<file path="config.mk">
export PLATFORM = sky130hd
export DESIGN_NAME = msst_exec
export DESIGN_NICKNAME = d
export VERILOG_FILES = /design/src/verilog/msst_alu.v /design/src/verilog/msst_dmem.v /design/src/verilog/msst_exec.v
export VERILOG_INCLUDE_DIRS = /design/src /design/src/verilog
export SDC_FILE = /design/constraint.sdc
export NUM_CORES = 1
export LEC_CHECK = 0
export BUFFER_PORTS_ARGS = -buffer_cell sky130_fd_sc_hd__buf_2
export CAP_MARGIN = 20
export CORE_UTILIZATION = 56
export CTS_CLUSTER_DIAMETER = 80
export DETAILED_ROUTE_END_ITERATION = 8
export HOLD_SLACK_MARGIN = 0.06
export PLACE_DENSITY = 0.86
export SYNTH_ARGS = -nofsm -noshare
export SYNTH_HDL_FRONTEND = slang
export SYNTH_SLANG_ARGS = --single-unit
</file>
<file path="constraint.sdc">
create_clock -name clk_sys -period 7 [get_ports clk_sys]
set_input_delay 0.35 -clock clk_sys [delete_from_list [all_inputs] [get_ports clk_sys]]
set_output_delay 0.35 -clock clk_sys [all_outputs]
set_load 0.01 [all_outputs]
</file>
<file path="src/verilog/msst_regs.vh">
// msst_regs.vh - constants for the subtract/swap/skip/table/xor execution unit
// assumes: included by bare name from every design file of this block
`ifndef MSST_REGS_VH
`define MSST_REGS_VH

// ----------------------------------------
// apb register byte offsets
// ----------------------------------------
`define MSST_OFF_ACC      8'h00
`define MSST_OFF_FLAGS    8'h04
`define MSST_OFF_TBLPTR   8'h08
`define MSST_OFF_TBLHIGH  8'h0C
`define MSST_OFF_MEMADDR  8'h10
`define MSST_OFF_MEMDATA  8'h14
`define MSST_OFF_STATUS   8'h18

// ----------------------------------------
// flag bit positions in the flags register
// ----------------------------------------
`define MSST_FLAG_C       0
`define MSST_FLAG_HC      1
`define MSST_FLAG_Z       2
`define MSST_FLAG_OVF     3

// ----------------------------------------
// reset values
// ----------------------------------------
`define MSST_RST_BYTE     8'h00
`define MSST_RST_FLAGS    4'h0
`define MSST_RST_MADDR    6'h00

// ----------------------------------------
// widths
// ----------------------------------------
`define MSST_PCW          10
`define MSST_DMAW         6
`define MSST_DMDEPTH      64

// ----------------------------------------
// operation codes from the decoder
// ----------------------------------------
`define MSST_OP_NOP       4'h0
`define MSST_OP_SUB_A_M   4'h1
`define MSST_OP_SUB_M     4'h2
`define MSST_OP_SUB_A_X   4'h3
`define MSST_OP_SWAP      4'h4
`define MSST_OP_SWAP_A    4'h5
`define MSST_OP_SKZ       4'h6
`define MSST_OP_SKZA      4'h7
`define MSST_OP_SKB_CLR   4'h8
`define MSST_OP_SKB_SET   4'h9
`define MSST_OP_TRD_CUR   4'hA
`define MSST_OP_TRD_LAST  4'hB
`define MSST_OP_XOR_A_M   4'hC
`define MSST_OP_XOR_M     4'hD
`define MSST_OP_XOR_A_X   4'hE

`endif

</file>
<file path="src/verilog/msst_alu.v">
// msst_alu.v - combinational result, flag and skip logic for one instruction
// assumes: operands are stable for the cycle the instruction is taken
`timescale 1ns/1ps
`include "msst_regs.vh"

module msst_alu (
  // instruction and operands
  input  wire [3:0] op,
  input  wire [7:0] acc_in,
  input  wire [7:0] mem_in,
  input  wire [7:0] imm_in,
  input  wire [2:0] bit_sel,
  input  wire [3:0] flags_in,
  // results
  output reg  [7:0] result,
  output reg        to_acc,
  output reg        to_mem,
  output reg  [3:0] flags_out,
  output reg        skip
);

  // ----------------------------------------
  // helpers
  // ----------------------------------------
  // a + ~b + 1, returns {ovf, hc, c, diff}
  function [10:0] sub_calc;
    input [7:0] a;
    input [7:0] b;
    reg   [8:0] s;
    reg   [4:0] l;
    begin
      s = {1'b0, a} + {1'b0, ~b} + 9'h001;
      l = {1'b0, a[3:0]} + {1'b0, ~b[3:0]} + 5'h01;
      sub_calc = {(a[7] == ~b[7]) && (s[7] != a[7]), l[4], s[8], s[7:0]};
    end
  endfunction

  function is_zero;
    input [7:0] v;
    begin
      is_zero = (v == 8'h00);
    end
  endfunction

  reg [10:0] sub_r;   // subtract outcome
  reg [7:0]  sub_b;   // subtrahend: memory or immediate

  // ----------------------------------------
  // operation select
  // ----------------------------------------
  always @* begin
    sub_b     = (op == `MSST_OP_SUB_A_X) ? imm_in : mem_in;
    sub_r     = sub_calc(acc_in, sub_b);
    result    = 8'h00;
    to_acc    = 1'b0;
    to_mem    = 1'b0;
    flags_out = flags_in;   // untouched unless a case says so
    skip      = 1'b0;
    case (op)
      `MSST_OP_SUB_A_M, `MSST_OP_SUB_A_X, `MSST_OP_SUB_M: begin
        result = sub_r[7:0];
        to_acc = (op != `MSST_OP_SUB_M);
        to_mem = (op == `MSST_OP_SUB_M);
        flags_out[`MSST_FLAG_OVF] = sub_r[10];
        flags_out[`MSST_FLAG_HC] = sub_r[9];
        flags_out[`MSST_FLAG_C]  = sub_r[8];              // carry, not borrow
        flags_out[`MSST_FLAG_Z]  = is_zero(sub_r[7:0]);
      end
      `MSST_OP_SWAP: begin
        result = {mem_in[3:0], mem_in[7:4]};
        to_mem = 1'b1;
      end
      `MSST_OP_SWAP_A: begin
        result = {mem_in[3:0], mem_in[7:4]};
        to_acc = 1'b1;
      end
      `MSST_OP_SKZ: begin
        skip = is_zero(mem_in);
      end
      `MSST_OP_SKZA: begin
        result = mem_in;
        to_acc = 1'b1;
        skip   = is_zero(mem_in);
      end
      `MSST_OP_SKB_CLR: begin
        skip = ~mem_in[bit_sel];
      end
      `MSST_OP_SKB_SET: begin
        skip = mem_in[bit_sel];
      end
      `MSST_OP_XOR_A_M, `MSST_OP_XOR_M, `MSST_OP_XOR_A_X: begin
        result = acc_in ^ ((op == `MSST_OP_XOR_A_X) ? imm_in : mem_in);
        to_acc = (op != `MSST_OP_XOR_M);
        to_mem = (op == `MSST_OP_XOR_M);
        flags_out[`MSST_FLAG_Z] = is_zero(result);
      end
      default: begin
        result = 8'h00;   // nop and table reads handled by the sequencer
      end
    endcase
  end

endmodule // msst_alu

</file>
<file path="src/verilog/msst_dmem.v">
// msst_dmem.v - small data memory, one write port and two read ports
// assumes: single clock, writes gated by the caller's clock enable
`timescale 1ns/1ps
`include "msst_regs.vh"

module msst_dmem (
  // clock
  input  wire                     clk_sys,
  // write port
  input  wire                     wr_en,
  input  wire [`MSST_DMAW-1:0]    wr_addr,
  input  wire [7:0]               wr_data,
  // read ports, asynchronous
  input  wire [`MSST_DMAW-1:0]    rd_addr_a,
  output wire [7:0]               rd_data_a,
  input  wire [`MSST_DMAW-1:0]    rd_addr_b,
  output wire [7:0]               rd_data_b
);

  // ----------------------------------------
  // storage
  // ----------------------------------------
  reg [7:0] mem [0:`MSST_DMDEPTH-1];   // contents undefined after reset

  // write on the rising edge
  always @(posedge clk_sys) begin
    if (wr_en) begin
      mem[wr_addr] <= wr_data;
    end
  end

  assign rd_data_a = mem[rd_addr_a];
  assign rd_data_b = mem[rd_addr_b];

endmodule // msst_dmem

</file>
<file path="src/verilog/msst_exec.v">
// msst_exec.v - execution unit for subtract, nibble swap, conditional skip,
// table read and exclusive-or instructions, with an apb register window
// assumes: decoder inputs and apb are synchronous to clk_sys; program
// memory answers a read combinationally, within the cycle that rom_rd is high
//
// Design decisions made here: the register offsets and the APB interface to the registers.
`timescale 1ns/1ps
`include "msst_regs.vh"

// What this block does
// - bit set: skip next, flags unchanged
// - taken skip discards prefetch, adds dummy cycle
// - acc minus memory into acc, four flags
// - acc minus memory into memory, four flags
// - acc minus immediate into acc, four flags
// - swap memory nibbles in place, no flags
// - swapped memory nibbles into acc, no flags
// - memory zero: skip next, nothing changed
// - copy memory to acc, skip if zero
// - bit clear: skip next, flags unchanged
// - current page table read to memory, high byte
// - last page table read, same transfer
// - acc xor memory into acc, zero flag
// - acc xor memory into memory, zero flag
// - acc xor immediate into acc, zero flag
module msst_exec (
  // clock, reset, enable
  input  wire                  clk_sys,
  input  wire                  rst,
  input  wire                  ce,
  // apb slave
  input  wire                  psel,
  input  wire                  penable,
  input  wire                  pwrite,
  input  wire [7:0]            paddr,
  input  wire [31:0]           pwdata,
  output reg  [31:0]           prdata,
  output reg                   pready,
  output reg                   pslverr,
  // instruction from decoder
  input  wire                  ins_valid,
  input  wire [3:0]            ins_op,
  input  wire [`MSST_DMAW-1:0] ins_addr,
  input  wire [2:0]            ins_bit,
  input  wire [7:0]            ins_imm,
  input  wire [`MSST_PCW-1:0]  ins_pc,
  output reg                   ins_ready,
  output reg                   skip_taken,
  // program memory read port
  output reg  [`MSST_PCW-1:0]  rom_addr,
  output reg                   rom_rd,
  input  wire [15:0]           rom_data,
  // architectural state
  output reg  [7:0]            accumulator_reg,
  output reg  [7:0]            table_pointer,
  output reg  [7:0]            table_high_byte,
  output reg                   overflow_flag,
  output reg                   zero_flag,
  output reg                   aux_carry_flag,
  output reg                   carry_flag
);

  // ----------------------------------------
  // sequencer states, one-hot
  // ----------------------------------------
  localparam [2:0] ST_RUN   = 3'b001;   // accepting instructions
  localparam [2:0] ST_DUMMY = 3'b010;   // discarded prefetch slot
  localparam [2:0] ST_TBL   = 3'b100;   // waiting for program word

  reg  [2:0]            state;        // current state
  reg  [2:0]            next_state;   // state for next edge
  reg  [`MSST_DMAW-1:0] tbl_dest;     // memory byte for table low byte
  reg  [`MSST_DMAW-1:0] mem_addr;     // apb window into data memory
  reg  [7:0]            skip_count;   // taken skips, wraps

  // ----------------------------------------
  // combinational glue
  // ----------------------------------------
  wire       take = ins_valid & ins_ready;                     // instruction taken
  wire [3:0] flags_now = {overflow_flag, zero_flag, aux_carry_flag, carry_flag};
  wire       is_tbl = (ins_op == `MSST_OP_TRD_CUR) | (ins_op == `MSST_OP_TRD_LAST);

  wire [7:0] mem_rd_exec;   // operand byte at ins_addr
  wire [7:0] mem_rd_apb;    // byte under apb window

  wire [7:0] alu_res;       // alu result byte
  wire       alu_to_acc;    // result goes to accumulator
  wire       alu_to_mem;    // result goes to memory
  wire [3:0] alu_flags;     // flags after the operation
  wire       alu_skip;      // skip condition met

  // apb access phase completes at this edge
  wire       apb_done = psel & penable & pready;
  wire       apb_wr   = apb_done & pwrite;

  // ----------------------------------------
  // address decode, shared by read and write paths
  // ----------------------------------------
  function mapped;
    input [7:0] a;
    begin
      case (a)
        `MSST_OFF_ACC, `MSST_OFF_FLAGS, `MSST_OFF_TBLPTR, `MSST_OFF_TBLHIGH,
        `MSST_OFF_MEMADDR, `MSST_OFF_MEMDATA, `MSST_OFF_STATUS: mapped = 1'b1;
        default: mapped = 1'b0;
      endcase
    end
  endfunction

  // ----------------------------------------
  // alu and data memory
  // ----------------------------------------
  msst_alu u_alu (
    .op        (take ? ins_op : `MSST_OP_NOP),
    .acc_in    (accumulator_reg),
    .mem_in    (mem_rd_exec),
    .imm_in    (ins_imm),
    .bit_sel   (ins_bit),
    .flags_in  (flags_now),
    .result    (alu_res),
    .to_acc    (alu_to_acc),
    .to_mem    (alu_to_mem),
    .flags_out (alu_flags),
    .skip      (alu_skip)
  );

  // memory write select: execution beats apb, since a stalled core
  // is worse than a lost debug poke
  reg                  next_wr_en;     // memory write this cycle
  reg [`MSST_DMAW-1:0] next_wr_addr;   // memory write address
  reg [7:0]            next_wr_data;   // memory write byte

  always @* begin
    next_wr_en   = 1'b0;
    next_wr_addr = ins_addr;
    next_wr_data = alu_res;
    if (!ce) begin
      next_wr_en = 1'b0;                                       // frozen
    end else if (state == ST_TBL) begin
      next_wr_en   = 1'b1;
      next_wr_addr = tbl_dest;
      next_wr_data = rom_data[7:0];
    end else if (alu_to_mem) begin
      next_wr_en = 1'b1;
    end else if (apb_wr && paddr == `MSST_OFF_MEMDATA) begin
      next_wr_en   = 1'b1;
      next_wr_addr = mem_addr;
      next_wr_data = pwdata[7:0];
    end
  end

  msst_dmem u_dmem (
    .clk_sys   (clk_sys),
    .wr_en     (next_wr_en),
    .wr_addr   (next_wr_addr),
    .wr_data   (next_wr_data),
    .rd_addr_a (ins_addr),
    .rd_data_a (mem_rd_exec),
    .rd_addr_b (mem_addr),
    .rd_data_b (mem_rd_apb)
  );

  // ----------------------------------------
  // sequencer next state
  // ----------------------------------------
  always @* begin
    next_state = state;
    case (state)
      ST_RUN: begin
        if (take && is_tbl) begin
          next_state = ST_TBL;                                 // word fetch cycle
        end else if (take && alu_skip) begin
          next_state = ST_DUMMY;
        end
      end
      ST_DUMMY: begin
        next_state = ST_RUN;                                   // one dummy only
      end
      ST_TBL: begin
        next_state = ST_RUN;
      end
      default: begin
        next_state = ST_RUN;
      end
    endcase
  end

  // ----------------------------------------
  // sequencer, table read and skip signalling
  // ----------------------------------------
  always @(posedge clk_sys) begin
    if (rst) begin
      state      <= ST_RUN;
      ins_ready  <= 1'b1;
      skip_taken <= 1'b0;
      rom_addr   <= {`MSST_PCW{1'b0}};
      rom_rd     <= 1'b0;
      tbl_dest   <= `MSST_RST_MADDR;
      skip_count <= `MSST_RST_BYTE;
    end else if (ce) begin
      state      <= next_state;
      ins_ready  <= (next_state == ST_RUN);                    // stall in dummy/table
      skip_taken <= (next_state == ST_DUMMY);                  // marks the discard
      rom_rd     <= (next_state == ST_TBL);
      if (state == ST_RUN && take && is_tbl) begin
        tbl_dest <= ins_addr;
        if (ins_op == `MSST_OP_TRD_CUR) begin
          rom_addr <= {ins_pc[`MSST_PCW-1:8], table_pointer};
        end else begin
          rom_addr <= {{(`MSST_PCW-8){1'b1}}, table_pointer};
        end
      end
      if (state == ST_RUN && take && alu_skip) begin
        skip_count <= skip_count + 8'h01;
      end
    end
  end

  // ----------------------------------------
  // accumulator, flags, table registers
  // ----------------------------------------
  // instruction results win over an apb write in the same cycle
  always @(posedge clk_sys) begin
    if (rst) begin
      accumulator_reg <= `MSST_RST_BYTE;
      table_pointer   <= `MSST_RST_BYTE;
      table_high_byte <= `MSST_RST_BYTE;
      overflow_flag   <= 1'b0;
      zero_flag       <= 1'b0;
      aux_carry_flag  <= 1'b0;
      carry_flag      <= 1'b0;
      mem_addr        <= `MSST_RST_MADDR;
    end else if (ce) begin
      // accumulator
      if (alu_to_acc) begin
        accumulator_reg <= alu_res;
      end else if (apb_wr && paddr == `MSST_OFF_ACC) begin
        accumulator_reg <= pwdata[7:0];
      end
      // flags: the alu passes unaffected bits through untouched
      if (take) begin
        overflow_flag  <= alu_flags[`MSST_FLAG_OVF];
        zero_flag      <= alu_flags[`MSST_FLAG_Z];
        aux_carry_flag <= alu_flags[`MSST_FLAG_HC];
        carry_flag     <= alu_flags[`MSST_FLAG_C];
      end else if (apb_wr && paddr == `MSST_OFF_FLAGS) begin
        overflow_flag  <= pwdata[`MSST_FLAG_OVF];
        zero_flag      <= pwdata[`MSST_FLAG_Z];
        aux_carry_flag <= pwdata[`MSST_FLAG_HC];
        carry_flag     <= pwdata[`MSST_FLAG_C];
      end
      // table high byte only from a table read
      if (state == ST_TBL) begin
        table_high_byte <= rom_data[15:8];
      end
      if (apb_wr && paddr == `MSST_OFF_TBLPTR) begin
        table_pointer <= pwdata[7:0];
      end
      if (apb_wr && paddr == `MSST_OFF_MEMADDR) begin
        mem_addr <= pwdata[`MSST_DMAW-1:0];
      end
    end
  end

  // ----------------------------------------
  // apb read data and handshake
  // ----------------------------------------
  // ready is raised one cycle into the access phase, so every
  // transfer takes setup plus two access cycles
  reg [31:0] next_prdata;   // read value for the addressed register

  always @* begin
    next_prdata = 32'h0000_0000;
    case (paddr)
      `MSST_OFF_ACC: begin
        next_prdata = {24'h00_0000, accumulator_reg};
      end
      `MSST_OFF_FLAGS: begin
        next_prdata = {28'h000_0000, flags_now};
      end
      `MSST_OFF_TBLPTR: begin
        next_prdata = {24'h00_0000, table_pointer};
      end
      `MSST_OFF_TBLHIGH: begin
        next_prdata = {24'h00_0000, table_high_byte};
      end
      `MSST_OFF_MEMADDR: begin
        next_prdata = {26'h000_0000, mem_addr};
      end
      `MSST_OFF_MEMDATA: begin
        next_prdata = {24'h00_0000, mem_rd_apb};
      end
      `MSST_OFF_STATUS: begin
        next_prdata = {21'h00_0000, state, skip_count};
      end
      default: begin
        next_prdata = 32'h0000_0000;   // unmapped reads as zero
      end
    endcase
  end

  always @(posedge clk_sys) begin
    if (rst) begin
      pready  <= 1'b0;
      pslverr <= 1'b0;
      prdata  <= 32'h0000_0000;
    end else if (ce) begin
      pready <= psel & penable & ~pready;                      // one pulse per access
      if (psel && penable && !pready) begin
        pslverr <= ~mapped(paddr);
        prdata  <= pwrite ? 32'h0000_0000 : next_prdata;
      end else begin
        pslverr <= 1'b0;
        prdata  <= 32'h0000_0000;
      end
    end
  end

endmodule // msst_exec

</file>
==> insert_results.sql, run 1 <==
INSERT INTO impl_metrics (metric_group, metric, value, unit) VALUES
('outcome', 'outcome', 'finished, final reports clean', ''),
('sta', 'max_slew.worst_pin.slew', '1320', 'ps'),
('synth', 'yosysWarningCount', '0', ''),
('synth', 'synth_edf_count', '512', ''),
('finish', 'layout.filler_cells', '3361', ''),
('floorplan', 'floorplan.die_area', '0.0535', 'mm2'),
('clock_network', 'cts_resized', '0', ''),
('global_route', 'grt_max_degree', '82', ''),
('placement', 'detailedPlace.worstSlack', '904', 'ps'),
('placement', 'io_buffer_count', '115', ''),
('floorplan', 'floorplan.initialDensity', '0.571', ''),
('power_and_ir_drop', 'share_clk_of_total_power', '0.417', ''),
('power_and_ir_drop', 'power_density', '235', 'mW/mm2'),
('sta', 'fin_skew', '19.1', 'ps'),
('global_route', 'grt.overflow.total', '0', ''),
('critical_path', 'worstPathCellList', 'buf_4, mux4_2, mux2i_1, a22o_1, a221oi_1, mux2i_1, buf_4, a21oi_1, ha_1, inv_1, fa_1, a21o_1, a21oi_1, nor2b_1, o21ai_0, nand3_1, nand2b_1, o21ai_0, a221o_1, nor2_1, a21oi_4, buf_12', ''),
('clock_network', 'tritoncts', 'built', ''),
('critical_path', 'critical-path-max-stage-delay', '740', 'ps'),
('power_and_ir_drop', 'post-layout-total-power', '7.71', 'mW'),
('sta', 'timing.slew.headroom', '0.116', ''),
('synth', 'synth_top_family_by_area', 'multiplexers', ''),
('power_and_ir_drop', 'netSwitchingFraction', '0.232', ''),
('power_and_ir_drop', 'power_switching', '1.79', 'mW'),
('synth', 'synthFlopType', 'edfxtp_1', ''),
('synth', 'yosysSeqAreaShare', '0.578', ''),
('drt', 'vias_per_cell', '7.44', ''),
('floorplan', 'num_io_pins', '169', ''),
('critical_path', 'worst_setup_path_start_kind', 'input pin', ''),
('critical_path', 'worst_path_max_delay_cell', 'buf_4', ''),
('synth', 'synth_compound_gate_area_share', '0.0560', ''),
('sta', 'post-route-worst-setup-slack', '1380', 'ps'),
('drt', 'num_vias', '20339', ''),
('sta', 'final_period_minus_worst_setup_slack', '5620', 'ps'),
('critical_path', 'critical_path_arrival', '5950', 'ps'),
('global_route', 'grt_util_all_layers', '0.343', ''),
('clock_network', 'cts_max_level', '2', ''),
('clock_network', 'post_cts_buffers', '0', ''),
('sta', 'highest_clock_rate', '0.178', 'GHz'),
('placement', 'postPlaceCellArea', '0.0306', 'mm2'),
('finish', 'layout-area-overhead-vs-synth', '11.3', '%'),
('finish', 'largest_register_ffs', '512', ''),
('critical_path', 'path_class', 'in -> reg', ''),
('sta', 'timing.final.setup_violations', '0', ''),
('floorplan', 'design.core.area', '0.0516', 'mm2'),
('power_and_ir_drop', 'sequentialPowerShare', '0.506', ''),
('critical_path', 'critical_path.top_delay_family', 'compound AO/OA/AOI/OAI gates', ''),
('finish', 'nets', '2109', ''),
('finish', 'multi_input_area', '0.0116', 'mm2'),
('synth', 'post_synth_instance_area', '0.0295', 'mm2'),
('synth', 'synth.mux.area_fraction', '0.251', ''),
('synth', 'synth_top_cell_area_share', '0.522', ''),
('drt', 'wl', '92.5', 'mm'),
('clock_network', 'clockBufferDepth', '3', ''),
('floorplan', 'fp.dieW', '231', 'um'),
('critical_path', 'path_buf_inv', '4', ''),
('sta', 'timing_max_transition_violations_final', '0', ''),
('global_route', 'grt_pass1_wl', '131', 'mm'),
('drt', 'number_of_nets_still_failing_antenna_checks_after_routing', '0', ''),
('sta', 'rsz_0062_raised_after_global_routing', 'no', ''),
('synth', 'syn-instance-count', '1876', ''),
('sta', 'min_period_over_period', '0.803', ''),
('clock_network', 'number_of_cts_inserted_buffers', '56', ''),
('finish', 'seqCellArea', '0.0170', 'mm2'),
('finish', 'max_flop_register', 'u_dmem.mem', ''),
('power_and_ir_drop', 'power.internal', '5.93', 'mW'),
('clock_network', 'clk_pin_slew', '70', 'ps'),
('synth', 'post_synth_xor_area_fraction', '0.00416', ''),
('synth', 'post-synth-top-area-cell', 'edfxtp_1', ''),
('power_and_ir_drop', 'worst_ir_drop_vdd', '0.215', 'mV'),
('clock_network', 'hold_buffers', '15', ''),
('synth', 'async_reset_ff_frac', '0', '');
-- cells by family after synthesis --
group                    after synthesis
flip-flops                           595
adder cells (fa/ha/maj)               12
other                                  1
AO/OA/AOI/OAI                        247
multiplexers                         380
XOR/XNOR                              14
AND/OR/NAND/NOR                      461
buffers and inverters                166
-- cells in the final DEF, fill, tap and decap left out, types with 26 or more instances in the layout --
cell type,instances
edfxtp_1,512
buf_2,113
nor2_1,174
buf_4,49
mux4_2,265
a21oi_1,70
mux2i_1,84
dfxtp_1,79
nand3_1,26
a22oi_1,26
o21ai_0,40
clkbuf_16,57
nand2_1,144
-- stage by stage --
step / utilization / cells / hold slack, ps
floorplan: - / 1896 / 436
global placement: 0.592 / 2596 / 441
detailed placement: 0.592 / 2597 / 450
CTS: 0.632 / 2717 / 62.2
global route: 0.635 / 2731 / 101
finish: 0.635 / 2732 / 80.3
-- final timing paths --
kind                              start                     endpoint  slack (ps)  cells past startpoint
max                         ins_addr[1]  u_dmem.mem[43][6]$_DFFE_PP_        1380                     22
max reg2reg  u_dmem.mem[0][0]$_DFFE_PP_  u_dmem.mem[43][6]$_DFFE_PP_        1650                     21
min reg2reg    rom_addr[3]$_SDFFE_PP0P_     rom_addr[3]$_SDFFE_PP0P_         460                      2
min                             penable          pready$_SDFFE_PP0P_          80                      3
-- cell usage after synthesis, drive strengths merged (12+ instances only) --
library cell  number
dfxtp             83
a21oi             75
nand3             26
nand2            144
o21ai             43
o22ai             12
mux4             281
nor2             174
mux2              15
inv               20
clkbuf            56
edfxtp           512
nor3              25
buf               88
mux2i             84
a22oi             27
nor2b             21
-- cell type report --
class | instances | area share
Inverter | 22 | 0.00252
Timing Repair Buffer | 193 | 0.0403
Sequential cell | 595 | 0.520
Clock buffer | 67 | 0.0447
Clock inverter | 38 | 0.0139
Multi-Input combinational cell | 1135 | 0.352
Tap cell | 680 | 0.0260
Antenna cell | 2 | 0.000153
-- layer usage --
| metal | share of wire | vias to the layer above | GRT usage |
|---|---|---|---|
| met2 | 0.46 | 2110 | 0.545 |
| met1 | 0.31 | 9879 | 0.409 |
| met5 | 0.0012 | - | 0 |
| met3 | 0.15 | 520 | 0.108 |
| met4 | 0.073 | 10 | 0.209 |
| li1 | - | 7820 | - |
-- tightest hold or removal path: stages --
cell and delay [ps]:
buf_2 110, nand4b_1 130, a21oi_1 70
-- power groups by stage --
stage               sequential, mW  clock [mW]  combinational (mW)
finish                        3.90        3.21               0.600
global route                  3.90        3.32               0.620
CTS                           3.90        3.20               0.571
detailed placement            3.98           0               0.554
global placement              3.98           0               0.535
floorplan                     3.98           0               0.368
(Power assumes the default switching activity.)
==> run 2: changes to the inputs <==
==> constraint.sdc (replaced) <==
create_clock -name clk_sys -period 4.9 [get_ports clk_sys]
set_input_delay 0.245 -clock clk_sys [delete_from_list [all_inputs] [get_ports clk_sys]]
set_output_delay 0.245 -clock clk_sys [all_outputs]
set_load 0.01 [all_outputs]
==> run 2 against run 1 <==
Against the previous run: clock-buffer cell count grew 3; cell area grew 4.3%; clock power grew 47%; clock skew grew 13 ps; critical endpoint is now u_dmem.mem[34][7]$_DFFE_PP_; register-to-register slack lost 1500 ps; largest cell class unchanged; sequential power grew 43%; via count grew 5.0%; sequential share of layout area shrank 2.1 points; critical path type is now reg -> reg; total power grew 46%.
==> insert_results.sql, run 2 (synthesis gave the netlist of run 1 again) <==
INSERT INTO impl_metrics (metric_group, metric, value, unit) VALUES
('outcome', 'outcome', 'finished, final reports clean', ''),
('placement', 'detailedPlace.worstSlack', '-341', 'ps'),
('sta', 'timing.final.hold_violations', '0', ''),
('drt', 'number_of_nets_still_failing_antenna_checks_after_routing', '0', ''),
('finish', 'largest_register_ffs', '512', ''),
('sta', 'timing.slew.headroom', '0.162', ''),
('placement', 'io_buffer_count', '115', ''),
('power_and_ir_drop', 'p_leak', '11.7', 'nW'),
('critical_path', 'worstPathMaxFanout', '19', ''),
('sta', 'rsz_0062_raised_after_global_routing', 'no', ''),
('critical_path', 'worstPathCellList', 'mux4_2, and3_1, a31oi_1, buf_4, nand3_2, mux2i_4, nor2_1, a21oi_1, ha_1, nor2b_1, o21ai_1, a21boi_1, o21ai_1, a21oi_1, o21ai_2, nor3b_2, o31ai_2, nor3b_2, o21ai_4, buf_12, clkbuf_16', ''),
('clock_network', 'tritoncts', 'built', ''),
('drt', 'vias_per_cell', '7.43', ''),
('floorplan', 'fp-row-count', '83', ''),
('global_route', 'grt.overflow.total', '0', ''),
('sta', 'max_slew.worst_pin.slew', '1240', 'ps'),
('drt', 'num_vias', '21357', ''),
('critical_path', 'path_buf_inv', '3', ''),
('floorplan', 'fp.dieW', '231', 'um'),
('drt', 'avgRoutedWirePerCell', '33.4', 'um'),
('drt', 'remaining_drc_errors', '0', ''),
('floorplan', 'num_io_pins', '169', ''),
('finish', 'seqCellArea', '0.0170', 'mm2'),
('finish', 'max_flop_register', 'u_dmem.mem', ''),
('sta', 'highest_clock_rate', '0.212', 'GHz'),
('power_and_ir_drop', 'worst_ir_drop_vdd', '0.298', 'mV'),
('sta', 'post-route-worst-setup-slack', '193', 'ps'),
('critical_path', 'worst_setup_path_start_kind', 'flip-flop', ''),
('floorplan', 'floorplan.die_area', '0.0535', 'mm2'),
('drt', 'drt-pass1-iter-count', '8', ''),
('sta', 'final_period_minus_worst_setup_slack', '4710', 'ps'),
('floorplan', 'floorplan.initialDensity', '0.571', ''),
('finish', 'layout.filler_cells', '3217', ''),
('finish', 'multi_input_area', '0.0116', 'mm2'),
('placement', 'globalplace.congestion', '1.04', ''),
('critical_path', 'path_class', 'reg -> reg', ''),
('critical_path', 'critical_path.top_delay_family', 'compound AO/OA/AOI/OAI gates', ''),
('global_route', 'grt_pass1_wl', '137', 'mm'),
('critical_path', 'critical-path-max-stage-delay', '490', 'ps'),
('clock_network', 'clk_pin_slew', '70', 'ps'),
('sta', 'min_period_over_period', '0.961', ''),
('clock_network', 'cts_max_level', '2', ''),
('clock_network', 'cts_root_buf', 'clkbuf_16', ''),
('sta', 'post_route_hold_slack', '104', 'ps'),
('floorplan', 'design.core.area', '0.0516', 'mm2'),
('power_and_ir_drop', 'post-layout-total-power', '11.3', 'mW'),
('global_route', 'first_global_vias', '20701', ''),
('clock_network', 'worst_skew_pair.late_latency', '650', 'ps'),
('clock_network', 'tritoncts_num_sinks', '595', ''),
('clock_network', 'clockBufferDepth', '3', ''),
('placement', 'hpwl', '61.9', 'mm'),
('job', 'maxCapViolations', '0', ''),
('drt', 'wl', '96.0', 'mm'),
('global_route', 'grt_util_all_layers', '0.356', ''),
('sta', 'timing.final.setup_violations', '0', ''),
('finish', 'final_cell_mix', '512 x edfxtp_1, 265 x mux4_2, 177 x buf_4, 174 x nor2_1, 144 x nand2_1', ''),
('finish', 'most_common_cell_after_layout_fill_and_taps_aside', 'edfxtp_1', ''),
('critical_path', 'worst_path_required_time', '5280', 'ps'),
('finish', 'layout-area-overhead-vs-synth', '16.1', '%'),
('drt', 'detailedRoute.firstIterationViolations', '3545', ''),
('power_and_ir_drop', 'power_density', '330', 'mW/mm2'),
('sta', 'fin_skew', '32.1', 'ps'),
('finish', 'reg_top3', 'u_dmem.mem x512, prdata x11, rom_addr x10', ''),
('critical_path', 'worst_path_max_delay_cell', 'mux4_2', ''),
('floorplan', 'fp.dieH', '231', 'um'),
('finish', 'nets', '2253', ''),
('sta', 'timing_max_transition_violations_final', '0', ''),
('worst_hold_path', 'hp-class', 'in -> reg', ''),
('clock_network', 'number_of_cts_inserted_buffers', '57', ''),
('critical_path', 'end_kind', 'flip-flop', ''),
('critical_path', 'critical_path_arrival', '5090', 'ps'),
('finish', 'diodes', '0', ''),
('global_route', 'initial_antenna_violation_count', '6', ''),
('finish', 'final_layout_size_suffix_gt1_frac', '0.328', ''),
('global_route', 'grt_max_degree', '65', '');
==> run 2: cell types whose count changed in the layout (fill, tap and decap cells not counted), sizes merged <==
cell / before / now
buf: 176 / 313
dlygate4sd3: 15 / 21
clkbuf: 69 / 72
clkinv: 24 / 21
clkinvlp: 6 / 8
diode: 2 / 0
bufinv: 9 / 8
==> run 2: report_power, final <==
part           total (mW)  internal (mW)  switching [mW]
Combinational       0.985          0.376           0.609
Sequential           5.57           5.56          0.0103
Clock                4.73           2.71            2.02
Total                11.3           8.64            2.64
==> run 2: area by class of cell <==
class,count,share of cell area
Clock buffer,70,0.0459
Timing Repair Buffer,336,0.0761
Sequential cell,595,0.499
Tap cell,680,0.0249
Clock inverter,36,0.0126
Inverter,22,0.00242
Multi-Input combinational cell,1135,0.340
==> run 2: path summary, 6_finish.rpt <==
| path | from | to | slack [ps] | depth (start not counted) |
|---|---|---|---|---|
| setup / recovery | u_dmem.mem[47][1]$_DFFE_PP_ | u_dmem.mem[34][7]$_DFFE_PP_ | 190 | 21 |
| hold / removal | paddr[4] | pslverr$_SDFFE_PP0P_ | 100 | 5 |
| setup reg to reg | u_dmem.mem[47][1]$_DFFE_PP_ | u_dmem.mem[34][7]$_DFFE_PP_ | 190 | 21 |
| hold reg to reg | rom_addr[3]$_SDFFE_PP0P_ | rom_addr[3]$_SDFFE_PP0P_ | 470 | 2 |
==> run 2: repair_timing <==
action | in CTS | in global routing
hold endpoints to repair | 36 | 0
pin swaps | 1 | 5
gates resized for setup | 6 | 11
hold buffers | 21 | 0
buffers inserted | 0 | 2
setup endpoints to repair | 64 | 193
cloned | 0 | 1
==> run 2: tightest hold or removal path, stage by stage <==
cell and delay (ps):
buf_2 130, a31oi_1 120, nor2_1 90, a21oi_1 40, nor2_1 70
==> run 2: through the flow <==
stage               area (um2)  utilization  std cells  setup TNS (ps)
finish                   34200        0.662       2874               0
CTS                      34100        0.660       2869               0
global route             34200        0.662       2874               0
global placement         31800        0.616       2741           -5240
detailed placement       31800        0.617       2742          -30330
floorplan                29600            -       1896               0
==> run 2: layer usage <==
metal	part of all wire	up-vias	global-route usage	wire, um
met5	0.00051	-	0.00184	49
met2	0.45	2266	0.540	42800
met4	0.083	8	0.231	8000
met1	0.32	10352	0.430	30400
li1	-	8111	-	-
met3	0.15	620	0.130	14800
